### src/shared/adc_pkg.sv
// Constants, encodings and register map of the converter output coder
`default_nettype none
package adc_pkg;
    // ========================================
    // Data path widths and pipeline
    localparam int DATA_W = 12;
    localparam int INPUT_W = 13;
    localparam int DIFF_W = 14;
    localparam int PIPE_LATENCY = 7;
    localparam int PER_W = 16;
    // ========================================
    // Full scale limits in LSB of the difference
    localparam logic signed [DIFF_W-1:0] NEG_FS = 14'sh3800;
    localparam logic signed [DIFF_W-1:0] POS_FS = 14'sh0800;
    localparam logic signed [DIFF_W-1:0] POS_TOP = 14'sh07ff;
    // ========================================
    // Timing
    localparam int CLK_MHZ = 200;
    localparam int REF_SETTLE_MS = 10;
    localparam int REF_SETTLE_CYCLES = REF_SETTLE_MS * 1000 * CLK_MHZ;
    localparam int STAB_SETTLE_EDGES = 100;
    localparam logic [7:0] STAB_SETTLE_CNT = 8'h65;
    // ========================================
    // Single mode pin levels, as seen by the level comparators
    typedef enum logic [1:0] {
        LVL_OPEN = 2'h0,
        LVL_SUPPLY = 2'h1,
        LVL_GROUND = 2'h2,
        LVL_RESISTOR = 2'h3
    } mode_level_t;
    // ========================================
    // Bus slave states
    typedef enum logic [1:0] {
        BUS_IDLE = 2'h1,
        BUS_ANSWER = 2'h2
    } bus_state_t;
    // ========================================
    // Register map, byte addresses
    localparam logic [3:0] REG_STATUS = 4'h0;
    localparam logic [3:0] REG_IRQ_STATUS = 4'h4;
    localparam logic [3:0] REG_IRQ_ENABLE = 4'h8;
    localparam logic [3:0] REG_IRQ_CLEAR = 4'hc;
    localparam int ST_TWOS = 0;
    localparam int ST_STAB = 1;
    localparam int ST_REF_OK = 2;
    localparam int ST_STAB_OK = 3;
    localparam int ST_OTR = 4;
    localparam int IRQ_W = 2;
    localparam int IRQ_OVER = 0;
    localparam int IRQ_UNDER = 1;
    localparam logic [IRQ_W-1:0] IRQ_RST = 2'h0;
endpackage
`default_nettype wire

### src/hdl/adc_coding_top.sv
// Output coding, mode strap decode and clock shaping of the converter
`default_nettype none
module adc_coding_top
    import adc_pkg::*;
#(
    parameter int REF_SETTLE = REF_SETTLE_CYCLES
) (
    input wire logic clk_sys,
    input wire logic sys_rst,
    input wire logic sample_clk,
    input wire logic [INPUT_W-1:0] input_pos,
    input wire logic [INPUT_W-1:0] input_neg,
    input wire logic variant_single_pin,
    input wire logic [1:0] mode_level,
    input wire logic format_select,
    input wire logic stab_select,
    input wire logic output_disable_n,
    output logic [DATA_W-1:0] data_out,
    output logic [DATA_W-1:0] data_oe,
    output logic out_of_range_flag,
    output logic out_of_range_oe,
    output logic sha_hold,
    input wire logic [3:0] address,
    input wire logic read,
    input wire logic write,
    input wire logic [31:0] writedata,
    output logic [31:0] readdata,
    output logic waitrequest,
    output logic irq
);
    // ========================================
    // Pin synchronisers
    logic [6:0] pins_s;
    logic sclk_s;
    logic single_s;
    logic [1:0] level_s;
    logic fmt_s;
    logic stab_s;
    logic dis_s;

    sync2 #(.W(7)) u_pins (
        .clk_sys(clk_sys),
        .pin_in({sample_clk, variant_single_pin, mode_level,
                 format_select, stab_select, output_disable_n}),
        .level_out(pins_s)
    );

    assign sclk_s = pins_s[6];
    assign single_s = pins_s[5];
    assign level_s = pins_s[4:3];
    assign fmt_s = pins_s[2];
    assign stab_s = pins_s[1];
    assign dis_s = pins_s[0];

    // ========================================
    // Mode decode
    logic twos_d;
    logic stab_en_d;
    logic twos_q;
    logic stab_en_q;

    always_comb
    begin
        twos_d = fmt_s;
        stab_en_d = stab_s;
        if (single_s)
        begin
            case (mode_level_t'(level_s))
                LVL_OPEN:
                begin
                    twos_d = 1'b0;
                    stab_en_d = 1'b0;
                end
                LVL_SUPPLY:
                begin
                    twos_d = 1'b0;
                    stab_en_d = 1'b1;
                end
                LVL_GROUND:
                begin
                    twos_d = 1'b1;
                    stab_en_d = 1'b1;
                end
                default:
                begin
                    twos_d = 1'b1;
                    stab_en_d = 1'b0;
                end
            endcase
        end
        else
        begin
            twos_d = fmt_s;
            stab_en_d = stab_s;
        end
    end

    // ========================================
    // Sample clock edge, period and stabilizer
    logic sclk_d1_q;
    logic rise;
    logic fall;
    logic [PER_W-1:0] per_cnt_d;
    logic [PER_W-1:0] per_cnt_q;
    logic [PER_W-1:0] period_d;
    logic [PER_W-1:0] period_q;
    logic [7:0] settle_d;
    logic [7:0] settle_q;
    logic hold_d;
    logic hold_q;

    assign rise = sclk_s && !sclk_d1_q;
    assign fall = !sclk_s && sclk_d1_q;

    always_comb
    begin
        per_cnt_d = per_cnt_q;
        period_d = period_q;
        settle_d = settle_q;
        hold_d = hold_q;
        if (per_cnt_q != {PER_W{1'b1}})
        begin
            per_cnt_d = per_cnt_q + 16'h0001;
        end
        if (rise)
        begin
            per_cnt_d = 16'h0001;
            period_d = per_cnt_q;
            if (period_q != per_cnt_q || !stab_en_q)
            begin
                settle_d = 8'h00;
            end
            else if (settle_q != STAB_SETTLE_CNT)
            begin
                settle_d = settle_q + 8'h01;
            end
        end
        if (stab_en_q)
        begin
            // Rise from pin, fall at half period
            if (rise)
            begin
                hold_d = 1'b1;
            end
            else if (per_cnt_q >= {1'b0, period_q[PER_W-1:1]})
            begin
                hold_d = 1'b0;
            end
        end
        else
        begin
            hold_d = sclk_s;
        end
    end

    // ========================================
    // Conversion coding
    logic signed [DIFF_W-1:0] diff;
    logic signed [DIFF_W-1:0] sat;
    logic otr_now;
    logic over_now;
    logic [DATA_W-1:0] code_now;

    always_comb
    begin
        diff = $signed({1'b0, input_pos}) - $signed({1'b0, input_neg});
        // Outside negative or at positive full scale
        otr_now = (diff < NEG_FS) || (diff >= POS_FS);
        over_now = diff >= POS_FS;
        sat = diff;
        if (diff < NEG_FS)
        begin
            sat = NEG_FS;
        end
        else if (diff > POS_TOP)
        begin
            sat = POS_TOP;
        end
        if (twos_q)
        begin
            code_now = sat[DATA_W-1:0];
        end
        else
        begin
            code_now = {~sat[DATA_W-1], sat[DATA_W-2:0]};
        end
    end

    // ========================================
    // Latency pipeline, flag and word together
    localparam int PW = DATA_W + 2;
    logic [PW-1:0] pipe [0:PIPE_LATENCY];

    // Flag rides in the same word
    assign pipe[0] = {over_now, otr_now, code_now};

    // One stage advance per sample edge
    genvar gi;
    generate
        for (gi = 0; gi < PIPE_LATENCY; gi++)
        begin : g_pipe
            pipe_stage #(.W(PW)) u_stage (
                .clk_sys(clk_sys),
                .sys_rst(sys_rst),
                .adv(rise),
                .d_in(pipe[gi]),
                .d_out(pipe[gi+1])
            );
        end
    endgenerate

    logic [DATA_W-1:0] data_d;
    logic [DATA_W-1:0] data_q;
    logic otr_d;
    logic otr_q;
    logic oe_d;
    logic oe_q;

    always_comb
    begin
        data_d = data_q;
        otr_d = otr_q;
        // Flag changes only with a new output word
        if (rise)
        begin
            data_d = pipe[PIPE_LATENCY][DATA_W-1:0];
            otr_d = pipe[PIPE_LATENCY][DATA_W];
        end
        // Low disable input drives the data pins
        oe_d = !dis_s;
    end

    // ========================================
    // Reference settle timer
    logic [21:0] ref_cnt_d;
    logic [21:0] ref_cnt_q;
    logic ref_ok;

    // Status only, capture logic does not wait on it
    assign ref_ok = ref_cnt_q >= 22'(REF_SETTLE);

    always_comb
    begin
        ref_cnt_d = ref_cnt_q;
        if (!ref_ok)
        begin
            ref_cnt_d = ref_cnt_q + 22'h000001;
        end
    end

    // ========================================
    // Avalon slave and interrupts
    bus_state_t bus_d;
    bus_state_t bus_q;
    logic wait_d;
    logic wait_q;
    logic [31:0] rdata_d;
    logic [31:0] rdata_q;
    logic [IRQ_W-1:0] ist_d;
    logic [IRQ_W-1:0] ist_q;
    logic [IRQ_W-1:0] ien_d;
    logic [IRQ_W-1:0] ien_q;
    logic [IRQ_W-1:0] ev;
    logic [IRQ_W-1:0] clr;
    logic take;
    logic irq_d;
    logic irq_q;

    // Over and under split by the piped over bit, not the word sign bit
    assign ev[IRQ_OVER] = rise && pipe[PIPE_LATENCY][DATA_W]
        && pipe[PIPE_LATENCY][DATA_W+1];
    assign ev[IRQ_UNDER] = rise && pipe[PIPE_LATENCY][DATA_W]
        && !pipe[PIPE_LATENCY][DATA_W+1];
    assign take = (bus_q == BUS_ANSWER);

    always_comb
    begin
        bus_d = bus_q;
        wait_d = 1'b1;
        rdata_d = rdata_q;
        ien_d = ien_q;
        clr = '0;
        case (bus_q)
            BUS_IDLE:
            begin
                if (read || write)
                begin
                    bus_d = BUS_ANSWER;
                    wait_d = 1'b0;
                    rdata_d = 32'h00000000;
                    case (address)
                        REG_STATUS:
                        begin
                            rdata_d[ST_TWOS] = twos_q;
                            rdata_d[ST_STAB] = stab_en_q;
                            rdata_d[ST_REF_OK] = ref_ok;
                            rdata_d[ST_STAB_OK] =
                                settle_q == STAB_SETTLE_CNT;
                            rdata_d[ST_OTR] = otr_q;
                        end
                        REG_IRQ_STATUS: rdata_d[IRQ_W-1:0] = ist_q;
                        REG_IRQ_ENABLE: rdata_d[IRQ_W-1:0] = ien_q;
                        default: rdata_d = 32'h00000000;
                    endcase
                end
            end
            BUS_ANSWER:
            begin
                bus_d = BUS_IDLE;
                if (write && address == REG_IRQ_ENABLE)
                begin
                    ien_d = writedata[IRQ_W-1:0];
                end
                if (write && address == REG_IRQ_CLEAR)
                begin
                    clr = writedata[IRQ_W-1:0];
                end
            end
            default: bus_d = BUS_IDLE;
        endcase
        // Set beats clear so no event slips through
        ist_d = (ist_q & ~clr) | ev;
        irq_d = |(ist_d & ien_d);
    end

    // ========================================
    // State registers
    always_ff @(posedge clk_sys)
    begin
        if (sys_rst)
        begin
            twos_q <= 1'b0;
            stab_en_q <= 1'b0;
            sclk_d1_q <= 1'b0;
            per_cnt_q <= '0;
            period_q <= '0;
            settle_q <= 8'h00;
            hold_q <= 1'b0;
            data_q <= '0;
            otr_q <= 1'b0;
            oe_q <= 1'b0;
            ref_cnt_q <= 22'h000000;
            bus_q <= BUS_IDLE;
            wait_q <= 1'b1;
            rdata_q <= 32'h00000000;
            ist_q <= IRQ_RST;
            ien_q <= IRQ_RST;
            irq_q <= 1'b0;
        end
        else
        begin
            twos_q <= twos_d;
            stab_en_q <= stab_en_d;
            sclk_d1_q <= sclk_s;
            per_cnt_q <= per_cnt_d;
            period_q <= period_d;
            settle_q <= settle_d;
            hold_q <= hold_d;
            data_q <= data_d;
            otr_q <= otr_d;
            oe_q <= oe_d;
            ref_cnt_q <= ref_cnt_d;
            bus_q <= bus_d;
            wait_q <= wait_d;
            rdata_q <= rdata_d;
            ist_q <= ist_d;
            ien_q <= ien_d;
            irq_q <= irq_d;
        end
    end

    assign data_out = data_q;
    assign data_oe = {DATA_W{oe_q}};
    assign out_of_range_flag = otr_q;
    assign out_of_range_oe = oe_q;
    assign sha_hold = hold_q;
    assign readdata = rdata_q;
    assign waitrequest = wait_q;
    assign irq = irq_q;
    // Fall edge only matters to the analog switches, kept for clarity
    logic unused_fall;
    assign unused_fall = fall & take;
endmodule
`default_nettype wire

### src/hdl/sync2.sv
// Two flip-flop synchroniser for pin levels
`default_nettype none
module sync2 #(
    parameter int W = 1
) (
    input wire logic clk_sys,
    input wire logic [W-1:0] pin_in,
    output logic [W-1:0] level_out
);
    logic [W-1:0] meta_q;
    logic [W-1:0] level_q;

    // No reset: the chain settles within two edges anyway
    always_ff @(posedge clk_sys)
    begin
        meta_q <= pin_in;
        level_q <= meta_q;
    end

    assign level_out = level_q;
endmodule
`default_nettype wire

### src/hdl/pipe_stage.sv
// One register stage of the output latency pipeline
`default_nettype none
module pipe_stage #(
    parameter int W = 13
) (
    input wire logic clk_sys,
    input wire logic sys_rst,
    input wire logic adv,
    input wire logic [W-1:0] d_in,
    output logic [W-1:0] d_out
);
    logic [W-1:0] stage_d;
    logic [W-1:0] stage_q;

    always_comb
    begin
        stage_d = stage_q;
        if (adv)
        begin
            stage_d = d_in;
        end
    end

    always_ff @(posedge clk_sys)
    begin
        if (sys_rst)
        begin
            stage_q <= '0;
        end
        else
        begin
            stage_q <= stage_d;
        end
    end

    assign d_out = stage_q;
endmodule
`default_nettype wire

### config.mk
export PLATFORM = sky130hd
export DESIGN_NAME = adc_coding_top
export DESIGN_NICKNAME = d
export VERILOG_FILES = /design/src/shared/adc_pkg.sv /design/src/hdl/adc_coding_top.sv /design/src/hdl/sync2.sv /design/src/hdl/pipe_stage.sv
export SDC_FILE = /design/constraint.sdc
export NUM_CORES = 1
export LEC_CHECK = 0
export BUFFER_PORTS_ARGS = -buffer_cell sky130_fd_sc_hd__buf_2
export CAP_MARGIN = 5
export CORE_ASPECT_RATIO = 0.5
export CORE_UTILIZATION = 35
export CTS_BUF_LIST = sky130_fd_sc_hd__clkbuf_8
export CTS_CLUSTER_SIZE = 30
export DETAILED_ROUTE_END_ITERATION = 10
export GPL_ROUTABILITY_DRIVEN = 1
export PLACE_DENSITY = 0.52
export RECOVER_POWER = 25
export SLEW_MARGIN = 20
export SYNTH_ARGS = -nofsm -noshare
export SYNTH_HDL_FRONTEND = slang
export SYNTH_SLANG_ARGS = --single-unit
### constraint.sdc
create_clock -name clk_sys -period 5.34 [get_ports clk_sys]
set_clock_uncertainty 0.15 [all_clocks]
set_input_delay 0.534 -clock clk_sys [delete_from_list [all_inputs] [get_ports clk_sys]]
set_output_delay 0.534 -clock clk_sys [all_outputs]
set_load 0.02 [all_outputs]
======== After elaboration in Yosys (flattened, before gate mapping) ========
Cells that the tools add are included.
word-level totals
  input bits .............................. 73
  output and inout port bits .............. 61
  logic and storage cells ................. 99
  register bits ........................... 205
operators by class
  multiplexer cells ....................... 21
  bitwise logic cells ..................... 6
  equal/unequal tests ..................... 12
  $lt $le $gt $ge ......................... 5
  reductions and logical operators ........ 24
  add/sub/neg operators ................... 4
operators by type and width
  cell                                                                                   number
  12-bit two-way mux                                                                     3
  22-bit by 1-bit adder with 22-bit output, second input constant                        1
  22-bit by 21-bit greater-or-equal comparator with 1-bit output, second input constant  1
  16-bit by 1-bit adder with 16-bit output, second input constant                        1
  16-bit by 15-bit greater-or-equal comparator with 1-bit output                         1
  8-bit two-way mux                                                                      2
  16-bit inequality test                                                                 1
  16-bit inequality test, second input constant                                          1
  14-bit by 13-bit greater-or-equal comparator with 1-bit output, second input constant  1
  14-bit by 12-bit greater-than comparator with 1-bit output, second input constant      1
  14-bit by 12-bit less-than comparator with 1-bit output, second input constant         1
  13-bit by 13-bit subtractor with 14-bit output                                         1
  1-bit two-way mux                                                                      10
  2-bit OR reduction                                                                     5
  8-bit by 1-bit adder with 8-bit output, second input constant                          1
  4-bit equality test, second input constant                                             2
  8-bit by 7-bit equality test with 1-bit output, second input constant                  1
  2-bit two-way mux                                                                      4
  8-bit by 7-bit inequality test with 1-bit output, second input constant                1
  1-bit logical AND                                                                      6
  2-bit one-hot mux with 3 select lines                                                  1
  2-bit AND                                                                              2
  2-bit by 1-bit equality test with 1-bit output, second input constant                  2
  2-bit equality test, second input constant                                             2
  12 further kinds                                                                       20

======== Depth between registers and ports, before layout ========
Gate-level depths: netlist of the first run.
  depth in word-level cells ............... 9
  depth in mapped cells ................... 12
  depth with buffers taken out ............ 11

======== Modules after synthesis ========
Synthesis of the first run repeated with hierarchy kept, for this count alone.
unflattened totals
  cell total of the unflattened synthesis .. 1024
  area total of the unflattened synthesis .. 9432.8 um^2
modules (own cells, without submodules)
  module          sequential area each (um^2)  cells each  area an instance (um^2)  instances
  adc_coding_top  1861.8                       695         5596.6                   1
  pipe_stage      280.3                        45          508.0                    7
  sync2           280.3                        14          280.3                    1

======== Least setup slack after synthesis of the first run ========
OpenSTA, ideal clock, no wires.
  kind .................................... input-to-reg
  start point ............................. input port input_pos[0]
  end point ............................... register g_pipe[0].u_stage.stage_q[12]
  data arrival time ....................... 2587 ps
  buffers on the path ..................... 0
  required time ........................... 5073 ps
  cell stages on the path ................. 11
  library setup time ...................... 117 ps
  setup slack ............................. 2485 ps
  cells stage by stage .................... inv_1 > ha_1 > inv_1 > fa_1 > a211oi_2 > o211a_1 > o31ai_2 > a21oi_2 > xnor2_2 > or3_1 > a32o_1
between the ends
  word-level cells in the longest chain between the ends .. 3
  elaborated cells on any way between the ends .. 4
  classes of those cells .................. 1 x add/sub; 2 x order compare; 1 x reduce/logical
ends and longest elaborated chain
  item                                                                                                                                       line                   text
  from (decl)                                                                                                                                adc_coding_top.sv:11   input wire logic [INPUT_W-1:0] input_pos,
  13-bit by 13-bit subtractor with 14-bit output *                                                                                           adc_coding_top.sv:166  diff = $signed({1'b0, input_pos}) - $signed({1'b0, input_neg});
  14-bit by 12-bit less-than comparator with 1-bit output or 14-bit by 13-bit greater-or-equal comparator with 1-bit output (tied branches)  adc_coding_top.sv:168  otr_now = (diff < NEG_FS) || (diff >= POS_FS);
  1-bit logical OR *                                                                                                                         adc_coding_top.sv:168
  to (signal assigned)                                                                                                                       pipe_stage.sv:32       stage_q <= stage_d;
  to (decl)                                                                                                                                  pipe_stage.sv:13       logic [W-1:0] stage_q;
Every way passes the cells marked *; elsewhere a longest branch is shown, timed or not.
A chain may end at the register's enable or synchronous reset.

======== Worst setup path in the final report of the first run ========
  start point ............................. register sclk_d1_q
  end point ............................... register g_pipe[0].u_stage.stage_q[2]
between the ends
  word-level cells in the longest chain between the ends .. 2
ends and longest elaborated chain
  item                    line                   text
  from (decl)             adc_coding_top.sv:100  logic sclk_d1_q;
  from (signal assigned)  adc_coding_top.sv:354  sclk_d1_q <= sclk_s;
  1-bit logical NOT       adc_coding_top.sv:112  assign rise = sclk_s && !sclk_d1_q;
  1-bit logical AND       adc_coding_top.sv:112
No other way between the ends.

==> qor.log, run 1 <==
INFO  setup_path     critPathLaunchType=flip-flop
INFO  pwr            vdd_drop_max=0.0001693V
INFO  floorplan      core_area=25,240µm²
INFO  clock_tree     clk_latency=580ps
INFO  finish         area_used_by_multi_input_combinational_logic=4334µm²
INFO  yosys          synth_top_family_by_area=simple AND/OR/NAND/NOR gates
INFO  run_status     run_status=finished, violations left
INFO  drt            routed_wire_length_per_instance=11.94µm
INFO  setup_path     cpMaxStageDelayCell=nand2b_1
INFO  grt            groute.layer.met1.usage=17.33%
INFO  clock_tree     post_cts_resized=0
INFO  finish         area.growth.synth_to_final=11.90%
INFO  sta            setup_slack=1655ps
INFO  yosys          synth-compound-area-share=14.57%
INFO  run            timing.max_cap.violations=1
INFO  finish         fin_area=10,080µm²
INFO  yosys          synthMuxAreaShare=0.7779%
INFO  finish         filler_cell_count=2,600
INFO  pwr            power.static_leakage=3.803nW
INFO  sta            final-hold-violation-count=0
INFO  min_path       min-delay-path-class=input pin to flip-flop
INFO  yosys          area_share_of_the_largest_cell_type_after_synthesis=45.56%
INFO  setup_path     worstPathCellList=nand2b_1, nor2_1, o211ai_1, clkbuf_4, o311ai_1
INFO  clock_tree     cts.root.buffer_cell=clkbuf_8
INFO  sta            slew_violations=58
INFO  finish         utilization=39.94%
INFO  floorplan      rows=41
INFO  yosys          synth_xor_area_share=5.820%
INFO  grt            grt.total_usage=13.64%
INFO  finish         proportion_of_layout_cells_with_a_drive_suffix_above_1=9.614%
INFO  setup_path     critical_path_buf_inv_count=1
INFO  grt            grt.busiest_layer=met2
INFO  drt            drtAntennaViolNets=0
INFO  sta            max_clock_freq=271.4MHz
INFO  yosys          top_post_synthesis_cells_by_count=nand2_1, dfxtp_1, a21oi_1
INFO  run_status     violations_in_the_final_reports=capacitance limit, slew limit
INFO  grt            grt_max_degree=86
INFO  place          area_after_dpl=9459µm²
INFO  setup_path     worstPathRequired=5630ps
INFO  yosys          ys_ff_latch=205
INFO  yosys          synth-simple-area-share=20.63%
INFO  finish         fin_nets=1,252
INFO  clock_tree     postCtsSetupRepairBufs=0
INFO  yosys          postSynthAreaPerCell=8.279µm²
INFO  clock_tree     numCtsBuffers=31
INFO  floorplan      die_area=26,420µm²
INFO  setup_path     setup.worst_path.class=flip-flop to flip-flop
INFO  grt            grt_overflow_total=0
INFO  min_path       critical_hold_path_startpoint=writedata[0]
INFO  place          port_buffers=76
INFO  yosys          synthCells=1,088
INFO  sta            rsz_0062_raised_after_global_routing=false
INFO  floorplan      num_io_pins=134
INFO  drt            drt_pre_antenna_iters=4
INFO  finish         regArea=4104µm²
INFO  grt            grt_use_met3=2.904%
INFO  yosys          seq_area_frac_synth=45.56%
INFO  grt            global_route.usage.met2=23.71%
INFO  sta            final_min_period_over_clock_period=69.01%
INFO  place          place_hpwl=11.67mm
INFO  floorplan      die_height=115.4µm
INFO  clock_tree     clkSlewWorstSetupHoldPaths=70ps
INFO  finish         antenna_cells=0
INFO  sta            tightest_slew=2226ps
INFO  yosys          async_flop_share=0%
INFO  drt            route.vias.total=7,124
INFO  drt            drt_first_iter_violations=312
INFO  sta            fin_crit=3685ps
INFO  setup_path     peak_per_stage_delay_on_the_critical_path=1660ps
INFO  place          pre_cts_ws=1560ps
INFO  drt            route.final.wire_length=18.02mm
INFO  yosys          synthMostInstantiatedCell=nand2_1
INFO  clock_tree     tritoncts=done
INFO  clock_tree     htree_num_levels=1
INFO  clock_tree     clock_sink_count=205
INFO  drt            detail_route.drc_violations=0
INFO  setup_path     arrival=3970ps
INFO  setup_path     timing.critical_path.max_delay_family=simple AND/OR/NAND/NOR gates
INFO  yosys          synth-warning-count=0
INFO  yosys          post_synth_fa_ha_maj_area_fraction=5.084%
INFO  yosys          synth_cell_types=60
INFO  pwr            p_per_area=308.5nW/µm²
INFO  setup_path     worst_setup_path_startpoint=sclk_d1_q
INFO  clock_tree     clock_tree.buffer_depth=3
INFO  pwr            report.power.total=0.003110W
INFO  sta            setup_viol=0
INFO  floorplan      die_width=228.9µm
INFO  setup_path     worstPathMaxFanout=57
INFO  yosys          yosys_most_used_dff=dfxtp_1
INFO  drt            via_per_inst=4.721
INFO  yosys          synth_area_leaders=dfxtp_1, nand2_1, a21oi_1
INFO  place          routabilityCongestion=0.7633
INFO  setup_path     worstReg2RegStart=sclk_d1_q
INFO  yosys          synth-edff-count=0
INFO  sta            maxSlewHeadroom=-48.40%
INFO  setup_path     end_kind=flip-flop
INFO  yosys          syn-cell-area=9007µm²
INFO  grt            grt_antenna_before_repair=0
INFO  grt            grt_pass1_wl=30.55mm
INFO  floorplan      initial_utilization=35.69%
INFO  grt            grt_pass1_vias=6,688
INFO  sta            setup-tns-final=0ps
INFO  yosys          synth_area_leader_cell=dfxtp_1
==> layout by cell type, fill, tap and decap left out, types with 2 or more instances in the layout <==
cell           count
a211oi_1           3
clkbuf_1          30
nand2_1          271
xor2_1            33
nand2b_1           6
a22oi_1            6
o31ai_2            2
or3_1              5
o211ai_1           6
dfxtp_1          205
nor4_1             5
a21o_1             5
o21a_1             6
a211oi_2           2
buf_4              5
ha_1              35
nor2_1            63
buf_2             45
a21oi_1          136
and2_1             3
inv_1             63
and4_1             3
xnor2_1           25
o211a_1            3
nand3_1           27
dlygate4sd3_1      7
and3_1             6
a21oi_2            2
clkbuf_8          34
nor3_1            12
o31ai_1            2
conb_1            27
o21ai_0           11
o2111ai_1          2
o311ai_2           9
mux2i_1            7
nand4b_1           2
o21ai_1            3
nand4_1           16
nor2b_1            5
==> registers in the layout, summed over array words and instances (netlist names), 5 cells and up <==
name,count
g_pipe.u_stage.d_out,98
ref_cnt_q,22
per_cnt_q,16
period_q,16
data_out,12
settle_q,8
u_pins.level_out,7
u_pins.meta_q,7
readdata,5
==> metrics by stage <==
step	hold WS, ps	std cells
after floorplan	159.6	1114
after detailed placement	162.1	1446
after global placement	161.8	1446
after CTS	41.61	1508
final	80.04	1509
after global routing	67.07	1509
==> metal layers <==
| layer | share of wire, % | vias to the layer above |
|---|---|---|
| met5 | 0 | - |
| met4 | 1.9 | 0 |
| li1 | - | 3684 |
| met3 | 3.6 | 34 |
| met2 | 44 | 93 |
| met1 | 50 | 3313 |
==> worst min-delay path, cell delays in order <==
cell,delay (ps)
buf_2,90
mux2i_1,80
nor2_1,80
==> layout make-up <==
class,count,share of cell area [%]
multi-input cells,771,43.00
flip-flops and latches,205,40.71
clock buffers,34,4.642
repair buffers,88,4.494
well taps,344,4.270
inverters,46,1.713
clock inverters,21,1.167
==> timing repair <==
| action | 4_1_cts | 5_1_grt |
|---|---|---|
| setup endpoints to repair | 0 | 0 |
| hold endpoints to repair | 7 | 0 |
| hold buffers | 7 | 0 |
==> worst paths after layout <==
path              cells after the start                          to  slack, ps
setup / recovery                      5  g_pipe[0].u_stage.d_out[2]       1650
hold / removal                        3                    ien_q[0]         80
setup reg to reg                      5  g_pipe[0].u_stage.d_out[2]       1650
hold reg to reg                       0         u_pins.level_out[5]        180
==> cells by family (layout without fill, tap and decap cells) <==
logic type	Yosys count	count (layout)
multiplexers	7	7
other	1	27
adder cells (fa/ha/maj)	36	36
AND/OR/NAND/NOR	433	433
flip-flops	205	205
XOR/XNOR	59	59
buffers and inverters	138	189
AO/OA/AOI/OAI	209	209
==> where the power goes <==
group,internal (W),switching (W)
registers,0.00157,0.0000235
logic,0.0000958,0.000190
clock network,0.000632,0.000602
total,0.00229,0.000815
Power figures use the tool's default switching activity.
==> inputs of run 2 (changes only) <==
Settings changed: ABC_AREA from default to 1, PLACE_DENSITY 0.52 to 0.54.
Clock period 5.34 ns to 3 ns, I/O delays scaled along.
==> run 2 against run 1 <==
- the run ends with DRC left
- flip-flop and latch count is the same
- first-iteration DRC count grew 32%
- cell count grew 13%
- maximum frequency grew 52%
- die area grew 4.6%
- total power grew 82%
- area after synthesis grew 4.6%
- sequential power grew 77%
- largest cell class unchanged
- largest power group unchanged
==> qor.log, run 2 <==
INFO  run_status     violations_in_the_final_reports=DRC [was capacitance limit, slew limit]
INFO  drt            route.vias.total=7,844 [was 7,124]
INFO  pwr            power.static_leakage=4.465nW [was 3.803 nW]
INFO  clock_tree     cts.root.buffer_cell=clkbuf_8 [unchanged]
INFO  floorplan      die_height=118.0µm [was 115.4 µm]
INFO  yosys          synthMostInstantiatedCell=nand2_1 [unchanged]
INFO  drt            wirelength_met1=9.589mm [was 9.085 mm]
INFO  min_path       min-delay-path-class=input pin to flip-flop [unchanged]
INFO  drt            drtAntennaViolNets=0 [unchanged]
INFO  sta            tightest_slew=1025ps [was 2226 ps]
INFO  place          port_buffers=76 [unchanged]
INFO  drt            drt_pre_antenna_iters=8 [was 4]
INFO  setup_path     worstReg2RegStart=u_pins.level_out[6] [was sclk_d1_q]
INFO  yosys          synth-edff-count=0 [unchanged]
INFO  sta            setup_viol=0 [unchanged]
INFO  setup_path     worstPathMaxFanout=33 [was 57]
INFO  setup_path     worstRegToRegCells=6 [was 5]
INFO  setup_path     critPathLaunchType=flip-flop [unchanged]
INFO  finish         antenna_cells=0 [unchanged]
INFO  grt            grt_overflow_total=0 [unchanged]
INFO  sta            max_clock_freq=411.6MHz [was 271.4 MHz]
INFO  sta            setup_slack=570.6ps [was 1655 ps]
INFO  floorplan      die_area=27,630µm² [was 26,420 µm²]
INFO  yosys          synth_cell_types=45 [was 60]
INFO  drt            via_per_inst=4.617 [was 4.721]
INFO  grt            grt_max_degree=69 [was 86]
INFO  yosys          ys_ff_latch=205 [unchanged]
INFO  yosys          postSynthAreaPerCell=7.558µm² [was 8.279 µm²]
INFO  clock_tree     numCtsBuffers=31 [unchanged]
INFO  clock_tree     clkSlewWorstSetupHoldPaths=70ps [about the same]
INFO  place          area_after_dpl=9972µm² [was 9459 µm²]
INFO  clock_tree     tritoncts=done [unchanged]
INFO  place          place_hpwl=13.67mm [was 11.67 mm]
INFO  finish         fin_nets=1,436 [was 1,252]
INFO  yosys          area_share_of_the_largest_cell_type_after_synthesis=43.54% [was 45.56%]
INFO  yosys          async_flop_share=0% [unchanged]
INFO  grt            grt_antenna_before_repair=0 [unchanged]
INFO  floorplan      core_area=26,430µm² [was 25,240 µm²]
INFO  drt            highest-signal-layer=met4 [unchanged]
INFO  yosys          yosys_most_used_dff=dfxtp_1 [unchanged]
INFO  yosys          seq_area_frac_synth=43.54% [was 45.56%]
INFO  drt            drt_first_iter_violations=411 [was 312]
INFO  sta            setup-tns-final=0ps [unchanged]
INFO  clock_tree     postCtsSetupRepairBufs=0 [unchanged]
INFO  sta            slew_violations=0 [was 58]
INFO  place          routabilityCongestion=0.8473 [was 0.7633]
INFO  drt            met2RoutedLength=9.124mm [was 7.938 mm]
INFO  pwr            report.power.total=0.005648W [was 0.003110 W]
INFO  sta            fin_crit=2429ps [was 3685 ps]
INFO  sta            timing.hold.ws=39.11ps [was 80.04 ps]
INFO  finish         layout_commonest_cell=nand2_1 [unchanged]
INFO  finish         layout.cells.most_common_list=nand2_1, inv_1, dfxtp_1 [was nand2_1, dfxtp_1, a21oi_1]
INFO  setup_path     end_kind=flip-flop [unchanged]
INFO  clock_tree     clk_latency=580ps [about the same]
INFO  pwr            p_per_area=527.6nW/µm² [was 308.5 nW/µm²]
INFO  setup_path     worst_setup_path_startpoint=u_pins.level_out[6] [was sclk_d1_q]
INFO  yosys          synth_area_leader_cell=dfxtp_1 [unchanged]
INFO  finish         area.growth.synth_to_final=13.57% [was 11.90%]
INFO  drt            routed_wire_length_per_instance=11.66µm [was 11.94 µm]
INFO  finish         proportion_of_layout_cells_with_a_drive_suffix_above_1=10.39% [was 9.614%]
INFO  drt            route.final.wire_length=19.81mm [was 18.02 mm]
INFO  yosys          synth-warning-count=0 [unchanged]
INFO  grt            grt_pass1_vias=7,527 [was 6,688]
INFO  yosys          top_post_synthesis_cells_by_count=nand2_1, inv_1, dfxtp_1 [was nand2_1, dfxtp_1, a21oi_1]
INFO  finish         largest_register_ff_count=98 [unchanged]
INFO  clock_tree     htree_num_levels=1 [unchanged]
INFO  drt            route.met3.wl=778µm [was 647 µm]
INFO  sta            rsz_0062_raised_after_global_routing=false [unchanged]
INFO  setup_path     r2r_end=period_q[10] [was g_pipe[0].u_stage.d_out[2]]
INFO  floorplan      die_width=234.1µm [was 228.9 µm]
INFO  sta            maxSlewHeadroom=31.62% [was -48.40%]
INFO  drt            detail_route.drc_violations=5 [was 0]
INFO  pwr            vdd_drop_max=0.0002808V [was 0.0001693 V]
INFO  yosys          synth_area_leaders=dfxtp_1, nand2_1, inv_1 [was dfxtp_1, nand2_1, a21oi_1]
INFO  grt            grt.total_usage=14.81% [was 13.64%]
INFO  yosys          syn-cell-area=9425µm² [was 9007 µm²]
INFO  floorplan      num_io_pins=134 [unchanged]
INFO  setup_path     worstPathRequired=3280ps [was 5630 ps]
INFO  setup_path     setup.worst_path.class=flip-flop to flip-flop [unchanged]
INFO  sta            final_min_period_over_clock_period=80.98% [was 69.01%]
INFO  run_status     run_status=finished, violations left [unchanged]
INFO  finish         fin_area=10,700µm² [was 10,080 µm²]
INFO  sta            final-hold-violation-count=0 [unchanged]
INFO  setup_path     reg2reg_setup_slack=570ps [was 1650 ps]
INFO  floorplan      rows=42 [was 41]
INFO  yosys          synthCells=1,247 [was 1,088]
INFO  clock_tree     clock_tree.buffer_depth=3 [unchanged]
INFO  floorplan      initial_utilization=35.66% [was 35.69%]
INFO  setup_path     arrival=2710ps [was 3970 ps]
INFO  place          pre_cts_ws=648.4ps [was 1560 ps]
INFO  setup_path     cp-endpoint=period_q[10] [was g_pipe[0].u_stage.d_out[2]]
INFO  clock_tree     clock_sink_count=205 [unchanged]
INFO  grt            grt_pass1_wl=34.60mm [was 30.55 mm]
INFO  run            timing.max_cap.violations=0 [was 1]
run 2: changes by cell type after synthesis, moves of 16 or more:
cell      delta
nand3_1     +27
nand2_2     +16
inv_1      +166
buf_2       +17
nor3_1      +18
o21ai_0     +48
o22ai_1     +85
a21oi_1     -79
clkbuf_1    -23
nand2_1     -29
run 2: layer usage:
layer	GRT usage, %	up-vias
met5	0	-
met4	3.369	0
met3	3.125	36
met2	24.45	112
met1	19.69	3568
li1	-	4128
run 2: kinds of logic after synthesis:
family,Yosys count,synth area share (%)
AO/OA/AOI/OAI,224,13.73
buffers and inverters,298,13.83
flip-flops,205,43.54
AND/OR/NAND/NOR,453,21.21
XOR/XNOR,30,2.788
other,1,0.03979
adder cells (fa/ha/maj),36,4.859
run 2: worst max-delay path, cell delays in order, from the launching register on:
cell and delay [ps]:
dfxtp_1 310, inv_1 60, nor2_1 520, nor2_2 70, inv_1 760, buf_12 290, o22ai_1 90
run 2: through the flow:
stage | cells | util [%]
after floorplan | 1273 | -
after global placement | 1632 | 37.73
after detailed placement | 1632 | 37.73
after CTS | 1699 | 40.66
after global routing | 1699 | 40.50
final | 1699 | 40.50
run 2: worst min path at each step:
| stage | cells past startpoint | endpoint | startpoint | slack (ps) |
|---|---|---|---|---|
| 2_1_floorplan | 0 | u_pins.level_out[0] | u_pins.meta_q[0] | 160 |
| 3_3_place_gp | 0 | u_pins.level_out[4] | u_pins.meta_q[4] | 160 |
| 3_5_place_dp | 0 | u_pins.level_out[4] | u_pins.meta_q[4] | 160 |
| 4_1_cts | 6 | g_pipe[0].u_stage.d_out[0] | input_pos[0] | 8 |
| 5_1_grt | 6 | g_pipe[0].u_stage.d_out[0] | input_pos[0] | 20 |
| 6_report | 6 | g_pipe[0].u_stage.d_out[0] | input_pos[0] | 40 |
run 2: area by class of cell:
cell class	count	area, µm²
fill	2715	15730
sequential	205	4104
clock buffer	40	550.5
multi-input combinational	770	4120
inverter	222	834.6
clock inverter	13	83.83
timing repair buffer	97	570.5
tap	352	440.4
run 2: power by group:
group / internal [W] / total (W) / switching [W]
Clock: 0.00127 / 0.00232 / 0.00105
Combinational: 0.000171 / 0.000513 / 0.000342
Sequential: 0.00278 / 0.00281 / 0.0000310
run 2: repair_timing:
item,CTS,global route
hold buffers,14,0
resized for setup,0,0
endpoints found under the hold margin,18,0
==> inputs of run 3 (changes only) <==
Settings changed: PLACE_DENSITY 0.54 to 0.52.
Clock period 3 ns to 2.25 ns, I/O delays scaled along.
==> run 3 against run 2 <==
- the flow still finishes with violations (DRC)
- sequential power increased by 33%
- worst hold slack got worse by 12 ps
- flip-flop and latch count unchanged
- first-iteration DRC count increased by 38%
- die area unchanged
- maximum frequency increased by 15%
- design area increased by 1.4%
- non-clock buffer count increased by 10
- critical path depth increased by 5
- clock power increased by 42%
==> qor.log, run 3 (synthesis gave the netlist of run 2 again) <==
INFO  clock_tree     numCtsBuffers=34 [was 31]
INFO  pwr            part_of_the_total_power_dissipated_in_combinational_logic=9.4% [was 9.1%]
INFO  clock_tree     clk_latency=550ps [was 580 ps]
INFO  clock_tree     cts.root.buffer_cell=clkbuf_8 [unchanged]
INFO  setup_path     cpMaxStageDelayCell=nor3_1 [was inv_1]
INFO  drt            wirelength_met1=10.26mm [was 9.589 mm]
INFO  pwr            vdd_drop_max=0.0002764V [was 0.0002808 V]
INFO  sta            final_min_period_over_clock_period=93.59% [was 80.98%]
INFO  clock_tree     clock_tree.buffer_depth=3 [unchanged]
INFO  finish         largest_register_ff_count=98 [unchanged]
INFO  drt            highest-signal-layer=met4 [unchanged]
INFO  run_status     run_status=finished, violations left [unchanged]
INFO  clock_tree     postCtsSetupRepairBufs=0 [unchanged]
INFO  setup_path     setup.worst_path.class=flip-flop to flip-flop [unchanged]
INFO  drt            detail_route.drc_violations=2 [was 5]
INFO  place          port_buffers=76 [unchanged]
INFO  floorplan      die_height=118.0µm [unchanged]
INFO  finish         antenna_cells=0 [unchanged]
INFO  drt            drt_first_iter_violations=568 [was 411]
INFO  floorplan      initial_utilization=35.66% [unchanged]
INFO  grt            grt_max_degree=77 [was 69]
INFO  setup_path     critical_path_buf_inv_count=2 [was 3]
INFO  setup_path     worstPathMaxFanout=3 [was 33]
INFO  pwr            power.static_leakage=4.543nW [was 4.465 nW]
INFO  floorplan      rows=42 [unchanged]
INFO  run            timing.max_cap.violations=0 [unchanged]
INFO  setup_path     timing.critical_path.max_delay_family=simple AND/OR/NAND/NOR gates [was buffers and inverters]
INFO  place          routabilityCongestion=0.8184 [was 0.8473]
INFO  finish         fin_nets=1,450 [was 1,436]
INFO  place          pre_cts_ws=39.01ps [was 648.4 ps]
INFO  finish         area.growth.synth_to_final=15.20% [was 13.57%]
INFO  floorplan      die_width=234.1µm [unchanged]
INFO  pwr            p_per_area=715.0nW/µm² [was 527.6 nW/µm²]
INFO  finish         layout_commonest_cell=nand2_1 [unchanged]
INFO  clock_tree     tritoncts=done [unchanged]
INFO  grt            grt_pass1_wl=35.61mm [was 34.60 mm]
INFO  setup_path     arrival=2390ps [was 2710 ps]
INFO  clock_tree     clock_sink_count=205 [unchanged]
INFO  min_path       min-delay-path-class=input pin to flip-flop [unchanged]
INFO  sta            max_clock_freq=474.9MHz [was 411.6 MHz]
INFO  sta            final-hold-violation-count=0 [unchanged]
INFO  pwr            power.share.sequential=48.2% [was 49.7%]
INFO  drt            via_per_inst=4.693 [was 4.617]
INFO  drt            drtAntennaViolNets=0 [unchanged]
INFO  setup_path     worstPathCellList=inv_1, ha_1, inv_1, nor2_1, nand3_1, nor3_1, nand3_1, nand3_1, nor2_1, nand4_1, nand2_1 [was inv_1, nor2_1, nor2_2, inv_1, buf_12, o22ai_1]
INFO  setup_path     timing.critical_path.mode_cell=nand3_1 [was inv_1]
INFO  clock_tree     htree_num_levels=2 [was 1]
INFO  drt            drt_pre_antenna_iters=8 [unchanged]
INFO  grt            grt_pass1_vias=7,698 [was 7,527]
INFO  pwr            p_int=0.005736W [was 0.004222 W]
INFO  finish         regArea=4104µm² [unchanged]
INFO  floorplan      die_area=27,630µm² [unchanged]
INFO  pwr            clock_power_share=42.4% [was 41.2%]
INFO  setup_path     peak_per_stage_delay_on_the_critical_path=440ps [was 760 ps]
INFO  setup_path     critPathLaunchType=flip-flop [unchanged]
INFO  sta            tightest_slew=820.3ps [was 1025 ps]
INFO  setup_path     end_kind=flip-flop [unchanged]
INFO  finish         layout.cells.most_common_list=nand2_1, inv_1, dfxtp_1 [unchanged]
INFO  grt            grt_antenna_before_repair=0 [unchanged]
INFO  drt            routed_wire_length_per_instance=12.26µm [was 11.66 µm]
INFO  pwr            swShare=26.11% [was 25.24%]
INFO  drt            route.final.wire_length=20.98mm [was 19.81 mm]
INFO  sta            fin_crit=2106ps [was 2429 ps]
INFO  drt            route.vias.total=8,030 [was 7,844]
INFO  drt            met2RoutedLength=9.454mm [was 9.124 mm]
INFO  sta            setup_viol=0 [unchanged]
INFO  run_status     violations_in_the_final_reports=DRC [unchanged]
INFO  drt            route.met3.wl=923µm [was 778 µm]
INFO  floorplan      num_io_pins=134 [unchanged]
INFO  clock_tree     clkSlewWorstSetupHoldPaths=60ps [was 70 ps]
INFO  sta            rsz_0062_raised_after_global_routing=false [unchanged]
INFO  finish         proportion_of_layout_cells_with_a_drive_suffix_above_1=11.70% [was 10.39%]
INFO  sta            slew_violations=0 [unchanged]
INFO  sta            setup-tns-final=0ps [unchanged]
INFO  pwr            switching_power=0.002027W [was 0.001425 W]
INFO  place          place_hpwl=14.10mm [was 13.67 mm]
INFO  sta            setup_slack=144.3ps [was 570.6 ps]
INFO  finish         filler_cell_count=2,752 [was 2,715]
INFO  grt            grt_overflow_total=0 [unchanged]
INFO  grt            grt.total_usage=15.54% [was 14.81%]
INFO  setup_path     worstPathRequired=2530ps [was 3280 ps]
INFO  floorplan      core_area=26,430µm² [unchanged]
INFO  sta            maxSlewHeadroom=45.26% [was 31.62%]
INFO  finish         area_used_by_multi_input_combinational_logic=4168µm² [was 4120 µm²]
-- run 3: cell types whose count changed in the layout (fill, tap and decap cells not counted), sizes merged --
cell,previous run,this run
bufinv,1,2
inv,231,232
clkbuf,70,62
dlygate4sd3,14,19
buf,53,64
clkinv,3,4
a21oi,59,60
-- run 3: area by class of cell --
type,count,share of cell area (%)
Clock inverter,16,1.256
Clock buffer,38,4.817
Tap cell,352,4.056
Timing Repair Buffer,107,6.004
Sequential cell,205,37.80
Inverter,222,7.686
Multi-Input combinational cell,771,38.38
-- run 3: final timing paths --
| check | cells after the start | slack (ps) | end | start |
|---|---|---|---|---|
| max reg2reg | 11 | 140 | sha_hold | period_q[15] |
| min | 4 | 30 | ist_q[1] | write |
| max | 11 | 140 | sha_hold | period_q[15] |
| min reg2reg | 0 | 180 | u_pins.level_out[6] | u_pins.meta_q[6] |
-- run 3: tightest hold or removal path, cell delays in order --
cell	delay, ps
buf_2	120
nand4_1	110
nor3_1	50
o32ai_1	140
-- run 3: per-layer routing --
layer / GRT usage, % / up-vias
met4: 4.951 / 0
met2: 25.00 / 139
met1: 20.57 / 3712
li1: - / 4146
met3: 3.440 / 33
met5: 0 / -
-- run 3: power by group through the flow --
stage / registers (W) / logic (W) / clock network, W
2_1_floorplan: 0.00382 / 0.000556 / 0
3_3_place_gp: 0.00382 / 0.000681 / 0
3_5_place_dp: 0.00382 / 0.000687 / 0
4_1_cts: 0.00374 / 0.000717 / 0.00342
5_1_grt: 0.00375 / 0.000825 / 0.00360
6_report: 0.00374 / 0.000727 / 0.00329
-- run 3: through the flow --
stage	hold slack (ps)	cell area (µm²)	util (%)	power, W	instances
after floorplan	102.7	9523	-	0.004374	1273
after global placement	160.6	9997	37.82	0.004504	1637
after detailed placement	163.2	9997	37.82	0.004511	1637
after CTS	2.668	10850	41.03	0.007881	1710
after global routing	50.70	10860	41.08	0.008175	1711
final	26.74	10860	41.08	0.007763	1711
-- run 3: repair_timing --
| item | CTS | global route |
|---|---|---|
| hold endpoints to repair | 19 | 0 |
| hold buffers | 19 | 0 |
| endpoints found under the setup margin | 0 | 16 |
| resized for setup | 0 | 8 |
